===== src/rtl/tpw_pkg.sv =====
// Package: register map, field positions and reset values of the timer PWM block
package tpw_pkg;
  // ==========================================================
  // Register offsets
  localparam logic [11:0] MODE_OFS   = 12'h000;
  localparam logic [11:0] COUNT_OFS  = 12'h004;
  localparam logic [11:0] REF_OFS    = 12'h008;
  localparam logic [11:0] STAT_OFS   = 12'h00C;
  localparam logic [11:0] MASK_OFS   = 12'h010;
  // ==========================================================
  // Mode register fields and register reset values
  localparam int ENB_BIT   = 7;
  localparam int RATE_LSB  = 4;
  localparam int RSH_BIT   = 3;
  localparam int RSL_BIT   = 2;
  localparam int PWMOE_BIT = 1;
  localparam int IEN_BIT   = 0;
  localparam logic [7:0] MODE_RST  = 8'h00;
  localparam logic [7:0] REF_RST   = 8'h00;
  localparam logic [7:0] COUNT_RST = 8'h00;

  typedef struct packed {
    logic       enable;
    logic [2:0] rate;
    logic       range_hi;
    logic       range_lo;
    logic       pwm_oe;
    logic       irq_en;
  } tpw_mode_t;
endpackage


===== src/rtl/tpw_top.sv =====
// Timer based PWM generator with APB register access
//
// Design decisions made here: the register addresses and the APB slave port.
`timescale 1ns/100ps
module tpw_top #(
  parameter int RATE_W = 3
) (
  input  wire logic        pclk,
  input  wire logic        presetn,
  input  wire logic        psel,
  input  wire logic        penable,
  input  wire logic        pwrite,
  input  wire logic [11:0] paddr,
  input  wire logic [31:0] pwdata,
  output logic      [31:0] prdata,
  output logic             pready,
  output logic             pslverr,
  input  wire logic        gpio_out,
  input  wire logic        gpio_oe,
  output logic             pin_out,
  output logic             pin_oe,
  output logic             irq
);
  // ==========================================================
  // Registers
  tpw_pkg::tpw_mode_t mode_q;
  logic [7:0]         count_q;
  logic [7:0]         ref_buf_q;
  logic [7:0]         ref_act_q;
  logic [6:0]         div_q;
  logic               pwm_q;
  logic               stat_q;
  logic               mask_q;
  logic               wr_en;
  logic               rd_en;
  logic               tick;
  logic               wrap;
  logic [7:0]         vmask;
  logic               stat_clr;
  logic [7:0]         cnt_nx;
  logic [7:0]         cnt_inc;
  logic [7:0]         wdata_lo;
  logic               cnt_wr;
  logic               mode_wr;
  logic               ref_wr;

  assign wr_en   = psel && penable && pwrite;
  assign rd_en   = psel && penable && !pwrite;
  assign pready  = 1'b1;
  assign cnt_wr   = wr_en && paddr == tpw_pkg::COUNT_OFS;
  assign mode_wr  = wr_en && paddr == tpw_pkg::MODE_OFS;
  assign ref_wr   = wr_en && paddr == tpw_pkg::REF_OFS;
  assign wdata_lo = pwdata[7:0];
  assign cnt_inc  = (count_q + 8'h01) & vmask;

  function automatic logic [7:0] range_mask(input logic hi, input logic lo);
    case ({hi, lo})
      2'b00:   range_mask = 8'hFF;
      2'b01:   range_mask = 8'h3F;
      2'b10:   range_mask = 8'h1F;
      default: range_mask = 8'h0F;
    endcase
  endfunction

  assign vmask = range_mask(mode_q.range_hi, mode_q.range_lo);

  // ==========================================================
  // Rate prescaler: rate n ticks every 2^(7-n) clocks
  always_ff @(posedge pclk or negedge presetn) begin
    if (!presetn) begin
      div_q <= 7'h00;
    end else if (!mode_q.enable) begin
      div_q <= 7'h00;
    end else begin
      div_q <= div_q + 7'h01;
    end
  end

  always_comb begin
    logic [6:0] sel;
    sel  = 7'h7F >> mode_q.rate;
    tick = mode_q.enable && ((div_q & sel) == sel);
  end

  assign wrap = tick && ((count_q & vmask) == vmask);

  // Compare on the next count so the output lines up with the counter
  always_comb begin
    if (cnt_wr) begin
      cnt_nx = wdata_lo & vmask;
    end else if (wrap) begin
      cnt_nx = 8'h00;
    end else if (tick) begin
      cnt_nx = cnt_inc;
    end else begin
      cnt_nx = count_q & vmask;
    end
  end

  // ==========================================================
  // Counter
  always_ff @(posedge pclk or negedge presetn) begin
    if (!presetn) begin
      count_q <= tpw_pkg::COUNT_RST;
    end else if (cnt_wr) begin
      count_q <= wdata_lo;
    end else if (wrap) begin
      count_q <= 8'h00;
    end else if (tick) begin
      count_q <= cnt_inc;
    end
  end

  // ==========================================================
  // Duty reference, double buffered
  always_ff @(posedge pclk or negedge presetn) begin
    if (!presetn) begin
      ref_buf_q <= tpw_pkg::REF_RST;
    end else if (wr_en && paddr == tpw_pkg::REF_OFS) begin
      ref_buf_q <= pwdata[7:0];
    end
  end

  // Loading only at wrap or while disabled keeps a period free of double edges
  always_ff @(posedge pclk or negedge presetn) begin
    if (!presetn) begin
      ref_act_q <= tpw_pkg::REF_RST;
    end else if (wrap || !mode_q.enable) begin
      ref_act_q <= ref_buf_q;
    end
  end

  // ==========================================================
  // PWM output
  always_ff @(posedge pclk or negedge presetn) begin
    if (!presetn) begin
      pwm_q <= 1'b0;
    end else if (!mode_q.enable) begin
      pwm_q <= 1'b0;
    end else if (wrap) begin
      pwm_q <= ((ref_buf_q & vmask) != 8'h00);
    end else begin
      pwm_q <= (cnt_nx < (ref_act_q & vmask));
    end
  end

  assign pin_out = mode_q.pwm_oe ? pwm_q : gpio_out;
  assign pin_oe  = mode_q.pwm_oe ? 1'b1 : gpio_oe;

  // ==========================================================
  // Mode and mask registers
  always_ff @(posedge pclk or negedge presetn) begin
    if (!presetn) begin
      mode_q <= tpw_pkg::MODE_RST;
    end else if (wr_en && paddr == tpw_pkg::MODE_OFS) begin
      mode_q <= pwdata[7:0];
    end
  end

  always_ff @(posedge pclk or negedge presetn) begin
    if (!presetn) begin
      mask_q <= 1'b0;
    end else if (wr_en && paddr == tpw_pkg::MASK_OFS) begin
      mask_q <= pwdata[0];
    end
  end

  // ==========================================================
  // Interrupt flag: set wins over write-one-to-clear
  assign stat_clr = wr_en && paddr == tpw_pkg::STAT_OFS && pwdata[0];

  always_ff @(posedge pclk or negedge presetn) begin
    if (!presetn) begin
      stat_q <= 1'b0;
    end else if (wrap) begin
      stat_q <= 1'b1;
    end else if (stat_clr) begin
      stat_q <= 1'b0;
    end
  end

  assign irq = stat_q && mask_q && mode_q.irq_en;

  // ==========================================================
  // Read path; reference reads as zero since software must not read it back
  always_ff @(posedge pclk or negedge presetn) begin
    if (!presetn) begin
      prdata  <= 32'h0000_0000;
      pslverr <= 1'b0;
    end else begin
      pslverr <= 1'b0;
      prdata  <= 32'h0000_0000;
      if (psel && !penable) begin
        if (paddr == tpw_pkg::MODE_OFS) begin
          prdata <= {24'h000000, mode_q};
        end else if (paddr == tpw_pkg::COUNT_OFS) begin
          prdata <= {24'h000000, count_q};
        end else if (paddr == tpw_pkg::REF_OFS) begin
          prdata <= 32'h0000_0000;
        end else if (paddr == tpw_pkg::STAT_OFS) begin
          prdata <= {31'h0, stat_q};
        end else if (paddr == tpw_pkg::MASK_OFS) begin
          prdata <= {31'h0, mask_q};
        end else begin
          pslverr <= 1'b1;
        end
      end
    end
  end

  // ==========================================================
  // Assertions
  a_wrap_sets_flag: assert property (@(posedge pclk) disable iff (!presetn)
    wrap |=> stat_q) else $error("Overflow did not set flag");
  a_wrap_zero_count: assert property (@(posedge pclk) disable iff (!presetn)
    wrap && !(wr_en && paddr == tpw_pkg::COUNT_OFS) |=> count_q == 8'h00)
    else $error("Counter did not wrap to zero");
  a_ref_load_wrap: assert property (@(posedge pclk) disable iff (!presetn)
    mode_q.enable && !wrap |=> $stable(ref_act_q)) else $error("Reference changed mid period");
  a_disable_stops: assert property (@(posedge pclk) disable iff (!presetn)
    !mode_q.enable |=> !pwm_q && div_q == 7'h00) else $error("Disabled timer still active");
  a_zero_ref_low: assert property (@(posedge pclk) disable iff (!presetn)
    ref_act_q == 8'h00 && ref_buf_q == 8'h00 |=> !pwm_q) else $error("Zero duty went high");
  a_wrap_high: assert property (@(posedge pclk) disable iff (!presetn)
    mode_q.enable && wrap && (ref_buf_q & vmask) != 8'h00 ##1 mode_q.enable |-> pwm_q)
    else $error("Wrap did not raise output");
  a_pin_takeover: assert property (@(posedge pclk) disable iff (!presetn)
    mode_q.pwm_oe |-> pin_oe && pin_out == pwm_q) else $error("Pin not taken over");
  a_count_range: assert property (@(posedge pclk) disable iff (!presetn)
    mode_q.enable && !$past(wr_en) |-> (count_q & ~vmask) == 8'h00 || $changed(vmask))
    else $error("Counter beyond modulus");
  a_compare_low: assert property (@(posedge pclk) disable iff (!presetn)
    mode_q.enable && !wrap && (count_q & vmask) >= (ref_act_q & vmask) ##1 mode_q.enable
    |-> !pwm_q) else $error("Output high at or past reference");

  // ==========================================================
  // Compare and period checks
  a_pwm_compare: assert property (@(posedge pclk) disable iff (!presetn)
    mode_q.enable && !mode_wr && !cnt_wr
    |=> pwm_q == ((count_q & vmask) < (ref_act_q & vmask)))
    else $error("Output does not follow compare");

  a_zero_ref_hold: assert property (@(posedge pclk) disable iff (!presetn)
    mode_q.enable && (ref_act_q & vmask) == 8'h00 && !wrap && !mode_wr
    |=> !pwm_q)
    else $error("Zero duty output high");

  a_count_step: assert property (@(posedge pclk) disable iff (!presetn)
    tick && !wrap && !cnt_wr
    |=> count_q == $past(cnt_inc))
    else $error("Counter did not advance");

  a_count_hold: assert property (@(posedge pclk) disable iff (!presetn)
    !tick && !cnt_wr
    |=> $stable(count_q))
    else $error("Counter moved without tick");

  a_wrap_tick: assert property (@(posedge pclk) disable iff (!presetn)
    wrap
    |-> tick && mode_q.enable)
    else $error("Wrap without tick");

  a_wrap_at_mask: assert property (@(posedge pclk) disable iff (!presetn)
    tick && (count_q & vmask) == vmask
    |-> wrap)
    else $error("Missed wrap at modulus");

  a_rate_full: assert property (@(posedge pclk) disable iff (!presetn)
    mode_q.enable && mode_q.rate == 3'h7
    |-> tick)
    else $error("Fastest rate missed a tick");

  a_rate_half: assert property (@(posedge pclk) disable iff (!presetn)
    mode_q.enable && mode_q.rate == 3'h6 && tick && !mode_wr
    |=> !tick)
    else $error("Half rate ticked twice");

  a_range_256: assert property (@(posedge pclk) disable iff (!presetn)
    !mode_q.range_hi && !mode_q.range_lo
    |-> vmask == 8'hFF)
    else $error("Range 256 mask wrong");

  a_range_64: assert property (@(posedge pclk) disable iff (!presetn)
    !mode_q.range_hi && mode_q.range_lo
    |-> vmask == 8'h3F)
    else $error("Range 64 mask wrong");

  a_range_32: assert property (@(posedge pclk) disable iff (!presetn)
    mode_q.range_hi && !mode_q.range_lo
    |-> vmask == 8'h1F)
    else $error("Range 32 mask wrong");

  a_range_16: assert property (@(posedge pclk) disable iff (!presetn)
    mode_q.range_hi && mode_q.range_lo
    |-> vmask == 8'h0F)
    else $error("Range 16 mask wrong");

  // ==========================================================
  // Reference buffer and mode write checks
  a_buf_write: assert property (@(posedge pclk) disable iff (!presetn)
    ref_wr
    |=> ref_buf_q == $past(wdata_lo))
    else $error("Reference buffer not written");

  a_buf_hold: assert property (@(posedge pclk) disable iff (!presetn)
    !ref_wr
    |=> $stable(ref_buf_q))
    else $error("Reference buffer changed");

  a_act_load: assert property (@(posedge pclk) disable iff (!presetn)
    wrap
    |=> ref_act_q == $past(ref_buf_q))
    else $error("Active reference not loaded");

  a_mode_write: assert property (@(posedge pclk) disable iff (!presetn)
    mode_wr
    |=> mode_q == $past(wdata_lo))
    else $error("Mode word not written");

  // ==========================================================
  // Flag, interrupt, pin and read checks
  a_stat_sticky: assert property (@(posedge pclk) disable iff (!presetn)
    stat_q && !stat_clr
    |=> stat_q)
    else $error("Flag dropped without clear");

  a_stat_clear: assert property (@(posedge pclk) disable iff (!presetn)
    stat_clr && !wrap
    |=> !stat_q)
    else $error("Flag not cleared");

  a_stat_quiet: assert property (@(posedge pclk) disable iff (!presetn)
    !stat_q && !wrap
    |=> !stat_q)
    else $error("Flag set without overflow");

  a_irq_masked: assert property (@(posedge pclk) disable iff (!presetn)
    !mask_q || !mode_q.irq_en
    |-> !irq)
    else $error("Masked interrupt raised");

  a_irq_raised: assert property (@(posedge pclk) disable iff (!presetn)
    stat_q && mask_q && mode_q.irq_en
    |-> irq)
    else $error("Interrupt not raised");

  a_pin_gpio: assert property (@(posedge pclk) disable iff (!presetn)
    !mode_q.pwm_oe
    |-> pin_oe == gpio_oe && pin_out == gpio_out)
    else $error("Pin not released to port");

  a_ref_reads_zero: assert property (@(posedge pclk) disable iff (!presetn)
    psel && !penable && paddr == tpw_pkg::REF_OFS
    |=> prdata == 32'h0000_0000)
    else $error("Reference read back");
endmodule // tpw_top


===== config.mk =====
export PLATFORM = sky130hd
export DESIGN_NAME = tpw_top
export DESIGN_NICKNAME = d
export VERILOG_FILES = /design/src/rtl/tpw_pkg.sv /design/src/rtl/tpw_top.sv
export SDC_FILE = /design/constraint.sdc
export NUM_CORES = 1
export LEC_CHECK = 0
export ABC_AREA = 1
export BUFFER_PORTS_ARGS = -buffer_cell sky130_fd_sc_hd__buf_2
export CORE_ASPECT_RATIO = 0.5
export CORE_MARGIN = 8
export CORE_UTILIZATION = 30
export DETAILED_ROUTE_END_ITERATION = 7
export HOLD_SLACK_MARGIN = 0.02
export MAX_ROUTING_LAYER = met4
export SETUP_SLACK_MARGIN = 0.2
export SYNTH_ARGS = -nofsm -noshare
export SYNTH_HDL_FRONTEND = slang
export SYNTH_SLANG_ARGS = --single-unit

===== constraint.sdc =====
create_clock -name pclk -period 2.3 [get_ports pclk]
set_input_delay 0.23 -clock pclk [delete_from_list [all_inputs] [get_ports pclk]]
set_output_delay 0.23 -clock pclk [all_outputs]
set_load 0.02 [all_outputs]

Yosys cells after proc, flatten, opt, wreduce, memory -nomap -nowiden
Index checks and enable logic that the tools add are counted.
Word-level totals
  register bits: 75
  word-level logic and storage cells: 80
  output and inout port bits: 37
Operators by class
  bitwise gates (word level): 6
  shifts and indexed selects: 1
  $add $sub $neg: 2
  $lt $le $gt $ge: 1
  mux-type cells: 26
  reductions and logical operators: 21
  equality and inequality tests: 8
Operators with widths (count)
  2-to-1 mux 8 bit: 8
  bitwise AND 8 bit: 5
  2-to-1 mux 32 bit: 1
  equality test 12 x 4 -> 1 bit, second input constant: 2
  one-hot mux 8 bit (3 select lines): 1
  2-to-1 mux 1 bit: 15
  logical AND 1 bit: 13
  equality test 12 x 3 -> 1 bit, second input constant: 1
  equality test 12 x 5 -> 1 bit, second input constant: 1
  logical NOT 12 bit: 1
  adder 8 x 1 -> 8 bit, second input constant: 1
  equality test 8 bit: 1
  < comparator 8 bit: 1
  nonzero test 8 bit: 1
  adder 7 x 1 -> 7 bit, second input constant: 1
  bitwise AND 7 bit: 1
  equality test 7 bit: 1
  2-to-1 mux 7 bit: 1
  right shift 7 x 3 -> 7 bit, first input constant: 1
  nonzero test 3 bit: 1
  equality test 2 x 1 -> 1 bit, second input constant: 1
  equality test 2 bit, second input constant: 1
  logical NOT 1 bit: 2
  logical NOT 2 bit: 1
  other kinds (2): 2

Logic depth before layout (Yosys ltp)
Gate-level depths: netlist of run 1.
  depth in word-level cells: 10
  depth in mapped cells: 21
  mapped depth without buffers: 21

Worst setup path before layout of run 1
Ideal clock, no wire load.
  path kind: reg2reg
  from: register count_q[0]
  to: register pwm_q
  stages on the path, launching flop included: 17
  library setup time: 0.073 ns
  arrival time: 2.174 ns
  path slack: 0.052 ns
  path buffers: 0
  path through: dfrtp_1 > ha_1 > nand3_1 > a21oi_1 > nand3_4 > nand2_1 > inv_2 > nand2_4 > inv_2 > nand2_1 > a31oi_1 > ha_1 > a21oi_1 > nor2_1 > a211oi_1 > nand2_1 > a21oi_2
Between the ends
  longest elaborated chain between the ends: 8
  elaborated cells between the ends (all ways): 11
  classes of those cells: add/sub: 1; order compare: 1; eq/ne: 1; mux: 5; bitwise: 2; reduce/logical: 1
Ends and longest elaborated chain
  start: declaration: RTL line tpw_top.sv:27  | logic [7:0] count_q;
  start signal: assignment: RTL line tpw_top.sv:104  | count_q <= tpw_pkg::COUNT_RST;
  start signal: assignment: RTL line tpw_top.sv:106  | count_q <= wdata_lo;
  start signal: assignment: RTL line tpw_top.sv:110  | count_q <= cnt_inc;
  adder 8 x 1 -> 8 bit / bitwise AND 8 bit (equally long branches): RTL line tpw_top.sv:54, tpw_top.sv:85, tpw_top.sv:96
  bitwise AND 8 bit / equality test 8 bit (equally long branches): RTL line tpw_top.sv:54, tpw_top.sv:85
  2-to-1 mux 8 bit / logical AND 1 bit (equally long branches): RTL line tpw_top.sv:93, tpw_top.sv:85
  2-to-1 mux 8 bit: RTL line tpw_top.sv:91  | end else if (wrap) begin
  2-to-1 mux 8 bit: RTL line tpw_top.sv:89  | if (cnt_wr) begin
  < comparator 8 bit: RTL line tpw_top.sv:143  | pwm_q <= (cnt_nx < (ref_act_q & vmask));
  2-to-1 mux 1 bit (*): RTL line tpw_top.sv:140  | end else if (wrap) begin
  2-to-1 mux 1 bit (*): RTL line tpw_top.sv:138  | end else if (!mode_q.enable) begin
  end signal: assignment: RTL line tpw_top.sv:141  | pwm_q <= ((ref_buf_q & vmask) != 8'h00);
  end signal: assignment: RTL line tpw_top.sv:143
  end: declaration: RTL line tpw_top.sv:31  | logic pwm_q;
Mark *: on every way between the ends. The rest lies on a longest branch, timed or not.
A chain may end at the register's enable or synchronous reset.

Worst setup path in the final report of run 1
  from: register div_q[2]
  to: register pwm_q
Between the ends
  longest elaborated chain between the ends: 9
  elaborated cells between the ends (all ways): 10
  classes of those cells: order compare: 1; eq/ne: 1; mux: 5; bitwise: 1; reduce/logical: 2
Ends and longest elaborated chain
  start: declaration: RTL line tpw_top.sv:30  | logic [6:0] div_q;
  start signal: assignment: RTL line tpw_top.sv:75  | div_q <= div_q + 7'h01;
  bitwise AND 7 bit (*): RTL line tpw_top.sv:82  | tick = mode_q.enable && ((div_q & sel) == sel);
  equality test 7 bit (*): RTL line tpw_top.sv:82
  logical AND 1 bit (*): RTL line tpw_top.sv:82
  2-to-1 mux 8 bit / logical AND 1 bit (equally long branches): RTL line tpw_top.sv:93, tpw_top.sv:85
  2-to-1 mux 8 bit: RTL line tpw_top.sv:91
  2-to-1 mux 8 bit: RTL line tpw_top.sv:89
  < comparator 8 bit: RTL line tpw_top.sv:143
  2-to-1 mux 1 bit (*): RTL line tpw_top.sv:140
  2-to-1 mux 1 bit (*): RTL line tpw_top.sv:138
Marks and branches as above.

==> metrics, run 1 <==
Fin. Hold Viols 0; vias in the first global route about 2,600; CP max FO 4; # fillers 1,040; grt ovf 0; via/cell ratio roughly 4.4; ant diodes 0; hold crit path type in2reg; ANT nets after route 0; EDFF count, synth 0; Max stage delay cell, worst path dfrtp_1; sequential area share after synthesis 41.62%; asr flop ratio synth 100.0%; Max clock buf depth 2; combinational cell fraction of total power between 7 and 8%; total power 1.903 mW; top-area cell type share of the netlist area a little over two fifths; Main synth FF type dfrtp_1; Crit path arrival time 2.64 ns; final WL between 7 and 8 mm; Vias 2,647; largest net degree at the start of global routing 23; H-Tree Depth 2; Psw 451.3 uW; Initial Utilization between 30% and 40%; failing checks negative setup slack; pwr/cell area 487.7 mW/mm^2; Post-synth top cells nand2_1, dfrtp_1, inv_1; GR Layer Usage met1 between 10% and 20%; Critical Path RT between 2 and 3 ns; Max-cap violations 0; Clock Power Share 45.5%; # rows 26; layout cells sized above 1 30.22%; status complete, but fails checks; DRT Pass-1 Iters 4; Placed Area between 0.003 and 0.004 mm^2; CTS tree yes; Ys Warns 0; die area 0.01391 mm^2; die width around 160 um; Tmin final ~2.4 ns; Worst path max stage delay approximately 0.38 ns; synthesized flop and latch total 51; iteration-0 DRC count of the detailed router ~160; grt peak-use layer met2; dominant cells by area after synthesis dfrtp_1, nand2_1, buf_4; synthesis-to-layout area growth 27.21%; RePlAce Congestion ~0.90; first-pass GRT wire length roughly 13 mm; Clock Skew roughly 0.0071 ns; Die H between 80 and 90 um; maximum clock rate just over 0.4 GHz; Avg Cell Area, Syn ~8.4 um^2; IO Pins just under 90; RSZ-0062 raised after global routing yes; Crit Path Category reg2reg; internal power about 1.5 mW; Leakage Power roughly 2.0 nW; synthesized netlist cell count roughly 370; DRC viols 0; clock latency on the worst-skew pair just under 0.3 ns; CTS Root Cell clkbuf_16; Critical Path Sink Type register; Sw Share about a quarter; Reg power frac around 47%; port bufs 38; most instantiated library cell after synthesis nand2_1; Slew Viols, Final 0; CTS sink count about 50; leading area contributor after synthesis dfrtp_1; GR Util met2 roughly a fifth; DP HPWL approximately 6.1 mm; Hold WS between 0.15 and 0.2 ns; setup slack after layout -0.1187 ns; critical-path cell list buf_4 -> o21ai_1 -> a21oi_4 -> nand2_4 -> inv_4 -> nand3_4 -> nand2_2 -> inv_2 -> nand2_4 -> inv_4 -> nand4_1 -> o311ai_2 -> ha_1 -> nand2_1 -> nor2_1 -> a211oi_2 -> nand2_1 -> a21oi_2; gr usage total a little under an eighth; setup violators final 1; initial antenna violation count 0; critical path launch point type register; Num CTS Buffers 5; Finished Cell Area between 0.003 and 0.004 mm^2; Place WS -0.1935 ns; Max rail drop VDD about 340 uV; Wirelength per Cell roughly 13 um; Period Utilization, post-route 105.2%; met3 global-route usage about 2.1%; Core Footprint between 0.01 and 0.015 mm^2; synthesized cell area 0.003067 mm^2; NumNets Final between 500 and 600; Netlist cell types slightly below 50; Reg clk slew, reported paths approximately 0.070 ns
==> layout by cell type (no fill, tap or decap), types with 2 or more instances in the layout <==
master,count
nand3_1,9
nand2_4,4
nor4_1,2
buf_4,55
nor3_1,6
a31oi_1,2
inv_4,2
inv_1,39
inv_2,3
nand2_2,6
a21oi_2,3
nand4_1,3
conb_1,25
and3_1,3
dfrtp_1,50
clkbuf_16,5
o221ai_1,6
mux2_2,3
xnor2_1,2
a21oi_1,17
o22ai_1,3
nand3_2,3
buf_2,38
nor2_1,22
o21ai_1,6
nor2_4,3
mux2_1,2
nand2_1,79
o21ai_0,27
ha_1,9
==> cells by family after synthesis <==
group | count (synthesis) | synth area share, %
other cells | 2 | 0.2449
buf+inv | 77 | 13.67
compound gates | 72 | 14.28
fa+ha+maj | 9 | 3.672
mux | 5 | 1.836
simple gates | 148 | 23.83
xor+xnor | 3 | 0.8569
flops | 51 | 41.62
==> registers in the layout (all words and copies together), names as in the netlist <==
signal / cells
stat_q: 1
ref_buf_q: 8
ref_act_q: 8
mode_q: 8
mask_q: 1
pslverr: 1
prdata: 8
count_q: 8
div_q: 7
pwm_q: 1
==> through the flow <==
| step | setup TNS [ns] | std cells | util [%] |
|---|---|---|---|
| after floorplan | 0 | 390 | - |
| after global placement | -0.1672 | 589 | 36.51 |
| after detailed placement | -0.1935 | 589 | 36.51 |
| after CTS | -0.1593 | 599 | 38.54 |
| after global routing | -0.3275 | 600 | 38.68 |
| final | -0.1187 | 600 | 38.68 |
==> power groups by stage <==
stage	Combinational [mW]	Sequential [mW]	Clock, mW
after floorplan	0.102	0.917	0
after detailed placement	0.137	0.916	0
final	0.138	0.898	0.866
after global placement	0.135	0.916	0
after CTS	0.138	0.898	0.879
after global routing	0.153	0.898	0.926
==> repair_timing <==
action                                  CTS  global route
endpoints found under the setup margin    1             1
gates resized for setup                   3             3
setup buffers                             1             1
pin swaps                                 0             2
endpoints found under the hold margin    16             0
hold buffers                              1             0
==> routing by layer <==
metal | up-vias | wire [um]
met5 | - | 0
met1 | 1227 | 3771
met4 | 0 | 71
met2 | 67 | 3402
li1 | 1346 | -
met3 | 7 | 368
==> final cells by class <==
class | instances | area, um^2 | share of cell area (%)
clock inverter | 3 | 46.29 | 1.187
inverter | 45 | 178.9 | 4.586
sequential | 51 | 1277 | 32.75
clock buffer | 5 | 125.1 | 3.207
tap | 140 | 175.2 | 4.490
multi-input combinational | 262 | 1485 | 38.07
timing repair buffer | 94 | 613.1 | 15.72
==> final timing paths <==
kind | from | to | slack, ns | cells past startpoint
worst max register to register | div_q[2]$_DFF_PN0_ | pwm_q$_DFF_PN0_ | -0.12 | 18
worst min register to register | div_q[6]$_DFF_PN0_ | div_q[6]$_DFF_PN0_ | 0.47 | 1
worst max-delay path | div_q[2]$_DFF_PN0_ | pwm_q$_DFF_PN0_ | -0.12 | 18
min in group asynchronous | presetn | div_q[4]$_DFF_PN0_ | 0.40 | 2
worst min-delay path | pwdata[0] | mask_q$_DFFE_PN0P_ | 0.18 | 3
max in group asynchronous | presetn | ref_act_q[5]$_DFFE_PN0P_ | 1.25 | 3
==> critical path, delay by kind of cell (launching register included) <==
kind	cells	cell delay, ns
buffers and inverters	4	0.32
adder cells (fa/ha/maj)	1	0.31
flip-flops	1	0.38
AO/OA/AOI/OAI	5	0.70
AND/OR/NAND/NOR	8	0.63
Power figures use the tool's default switching activity.
==> inputs of run 2 (changes only) <==
--- a/config.mk
+++ b/config.mk
@@ -14,6 +14,7 @@
 export HOLD_SLACK_MARGIN = 0.02
 export MAX_ROUTING_LAYER = met4
 export SETUP_SLACK_MARGIN = 0.2
+export SKIP_LAST_GASP = 1
 export SYNTH_ARGS = -nofsm -noshare
 export SYNTH_HDL_FRONTEND = slang
 export SYNTH_SLANG_ARGS = --single-unit
==> run 2 against run 1 <==
Effect of this change:
- the flow still finishes with violations (negative setup slack)
- register-to-register slack barely moved
- critical path type unchanged
- design area fell by 0.19%
- non-clock buffer count fell by 1
- sequential cell count did not move
- largest cell class unchanged
- clock-buffer cell count did not move
==> metrics, run 2 (synthesized netlist as in run 1, its figures left out) <==
status complete, but fails checks; failing checks negative setup slack; Die H 87.49 um (unchanged); Core Footprint 0.01008 mm^2 (unchanged); final WL 7.615 mm (about the same); Clock Power Share 45.7% (+0.2 points); Hold WS 0.1770 ns (-0.003556 ns); Critical Path Sink Type register; port bufs 38 (unchanged); largest net degree at the start of global routing 23 (unchanged); Crit path arrival time 2.65 ns (about the same); ant diodes 0 (unchanged); # rows 26 (unchanged); RePlAce Congestion 0.9002 (unchanged); worst r2r dst pwm_q$_DFF_PN0_; H-Tree Depth 2 (unchanged); Psw 457.3 uW (+1.3%); critical path launch point type register; iteration-0 DRC count of the detailed router 152 (-6.7%); Finished Cell Area 0.003894 mm^2 (-0.19%); r2r worst-path depth 19 (+1); Max stage delay cell, worst path dfrtp_1; pwr/cell area 490.2 mW/mm^2 (+0.51%); CTS Root Cell clkbuf_16; maximum clock rate 0.4113 GHz (-0.52%); GR Layer Usage met1 15.47% (+0.056 points); Crit Path Category reg2reg; Period Utilization, post-route 105.7% (+0.55 points); CTS sink count 51 (unchanged); die width 159.0 um (unchanged); internal power 1.452 mW (about the same); hold crit path type in2reg; initial antenna violation count 0 (unchanged); total power 1.909 mW (+0.32%); r2r setup slk -0.13 ns (about the same); ANT nets after route 0 (unchanged); Reg power frac 47.1% (about the same); critical path's top delay family simple AND/OR/NAND/NOR gates; Max clock buf depth 2 (unchanged); Buf/Inv on CP 3 (-1); worst reg2reg startpoint div_q[4]$_DFF_PN0_; multi-input logic area 0.001488 mm^2 (+0.17%); met3 global-route usage 2.123% (unchanged); Wirelength per Cell 12.71 um (+0.19%); synthesis-to-layout area growth 26.97%; RSZ-0062 raised after global routing yes; DP HPWL 6.122 mm (unchanged); Reg clk slew, reported paths 0.07 ns (about the same); first-pass GRT wire length 13.04 mm (about the same); Tmin final 2.431 ns (+0.01271 ns); Leakage Power 2.002 nW (-0.19%); Max rail drop VDD 343.5 uV (+0.62%); setup violators final 1 (unchanged); Max-cap violations 0 (unchanged); Fin. Hold Viols 0 (unchanged); layout cells sized above 1 30.28% (+0.066 points); grt ovf 0 (unchanged); critical-path cell list nand2_2 -> a21oi_2 -> nand2_1 -> nand2_2 -> nand2_4 -> inv_4 -> nand3_4 -> nand2_2 -> inv_2 -> nand2_4 -> inv_2 -> nand4_1 -> o311ai_2 -> ha_1 -> nand2_1 -> nor2_1 -> a211oi_2 -> nand2_1 -> a21oi_2; hold wc startpoint pwdata[0]; IO Pins 88 (unchanged); Sw Share 23.95% (+0.24 points); setup slack after layout -0.1314 ns (-0.01271 ns); DRT Pass-1 Iters 6 (+2); Worst path max stage delay 0.42 ns (+0.04 ns); commonest non-fill, non-tap cells in the layout nand2_1, buf_4, dfrtp_1; most common cell after layout, fill and taps aside nand2_1; # fillers 1,037 (-0.29%); Num CTS Buffers 5 (unchanged); GR Util met2 18.72% (-0.039 points); Place WS -0.1935 ns (unchanged); Initial Utilization 30.41% (unchanged); combinational cell fraction of total power 7.2% (about the same); utilization after layout 38.61% (-0.074 points); Vias 2,645 (-0.076%); NumNets Final 518 (-0.19%); Clock Skew 0.007642 ns (+0.0005262 ns); DRC viols 0 (unchanged); Slew Viols, Final 0 (unchanged); grt peak-use layer met2; Placed Area 0.003682 mm^2 (unchanged); via/cell ratio 4.416 (about the same); vias in the first global route 2,633 (unchanged); Critical Path RT 2.52 ns (about the same); die area 0.01391 mm^2 (unchanged); CTS tree yes; Worst Hold End mask_q$_DFFE_PN0P_; sequential standard cell area 0.001277 mm^2 (unchanged); CP max FO 4 (unchanged); Hold Crit Depth 3 (unchanged); gr usage total 11.83% (about the same); clock latency on the worst-skew pair 0.30 ns (about the same)
[run 2: cell count changes in the layout (fill, tap and decap cells not counted), sizes merged]
| cell | delta |
|---|---|
| buf | -1 |
[run 2: how the worst max path moves through the flow]
stage / endpoint / slack (ns) / start / depth (start not counted)
after floorplan: pwm_q$_DFF_PN0_ / 0.10 / div_q[0]$_DFF_PN0_ / 19
after global placement: pwm_q$_DFF_PN0_ / -0.17 / mode_q[5]$_DFFE_PN0P_ / 19
after detailed placement: pwm_q$_DFF_PN0_ / -0.19 / mode_q[5]$_DFFE_PN0P_ / 19
after CTS: pwm_q$_DFF_PN0_ / -0.17 / mode_q[5]$_DFFE_PN0P_ / 19
after global routing: pwm_q$_DFF_PN0_ / -0.34 / div_q[4]$_DFF_PN0_ / 19
final: pwm_q$_DFF_PN0_ / -0.13 / div_q[4]$_DFF_PN0_ / 19
[run 2: power groups by stage]
stage               clock network, mW  logic (mW)  registers (mW)
CTS                             0.879       0.138           0.898
finish                          0.873       0.138           0.898
detailed placement                  0       0.137           0.916
global placement                    0       0.135           0.916
floorplan                           0       0.102           0.917
global route                    0.926       0.153           0.898
[run 2: tightest hold or removal path, delay by kind of cell]
| family | cells | cell delay, ns |
|---|---|---|
| simple gates | 1 | 0.05 |
| compound gates | 1 | 0.06 |
| buf+inv | 1 | 0.10 |
[run 2: per-stage QoR]
step	std cells	setup TNS (ns)
floorplan	390	0
global placement	589	-0.1672
detailed placement	589	-0.1935
CTS	599	-0.1653
global route	599	-0.3356
finish	599	-0.1314
[run 2: area by class of cell]
cell class	instances	area share [%]
Multi-Input combinational cell	262	38.21
Tap cell	140	4.499
Inverter	45	4.531
Clock buffer	5	3.213
Timing Repair Buffer	93	15.55
Sequential cell	51	32.81
Clock inverter	3	1.189
[run 2: repair_timing]
action,in CTS,in global routing
setup endpoints to repair,1,1
resized for setup,1,5
setup buffers,1,0
endpoints found under the hold margin,16,0
hold buffers,1,0
pin swaps,0,2
[run 2: metal layers]
| layer | share of wire [%] | up-vias |
|---|---|---|
| li1 | - | 1341 |
| met1 | 50 | 1218 |
| met2 | 45 | 79 |
| met3 | 4.6 | 7 |
| met4 | 0.80 | 0 |
| met5 | 0 | - |
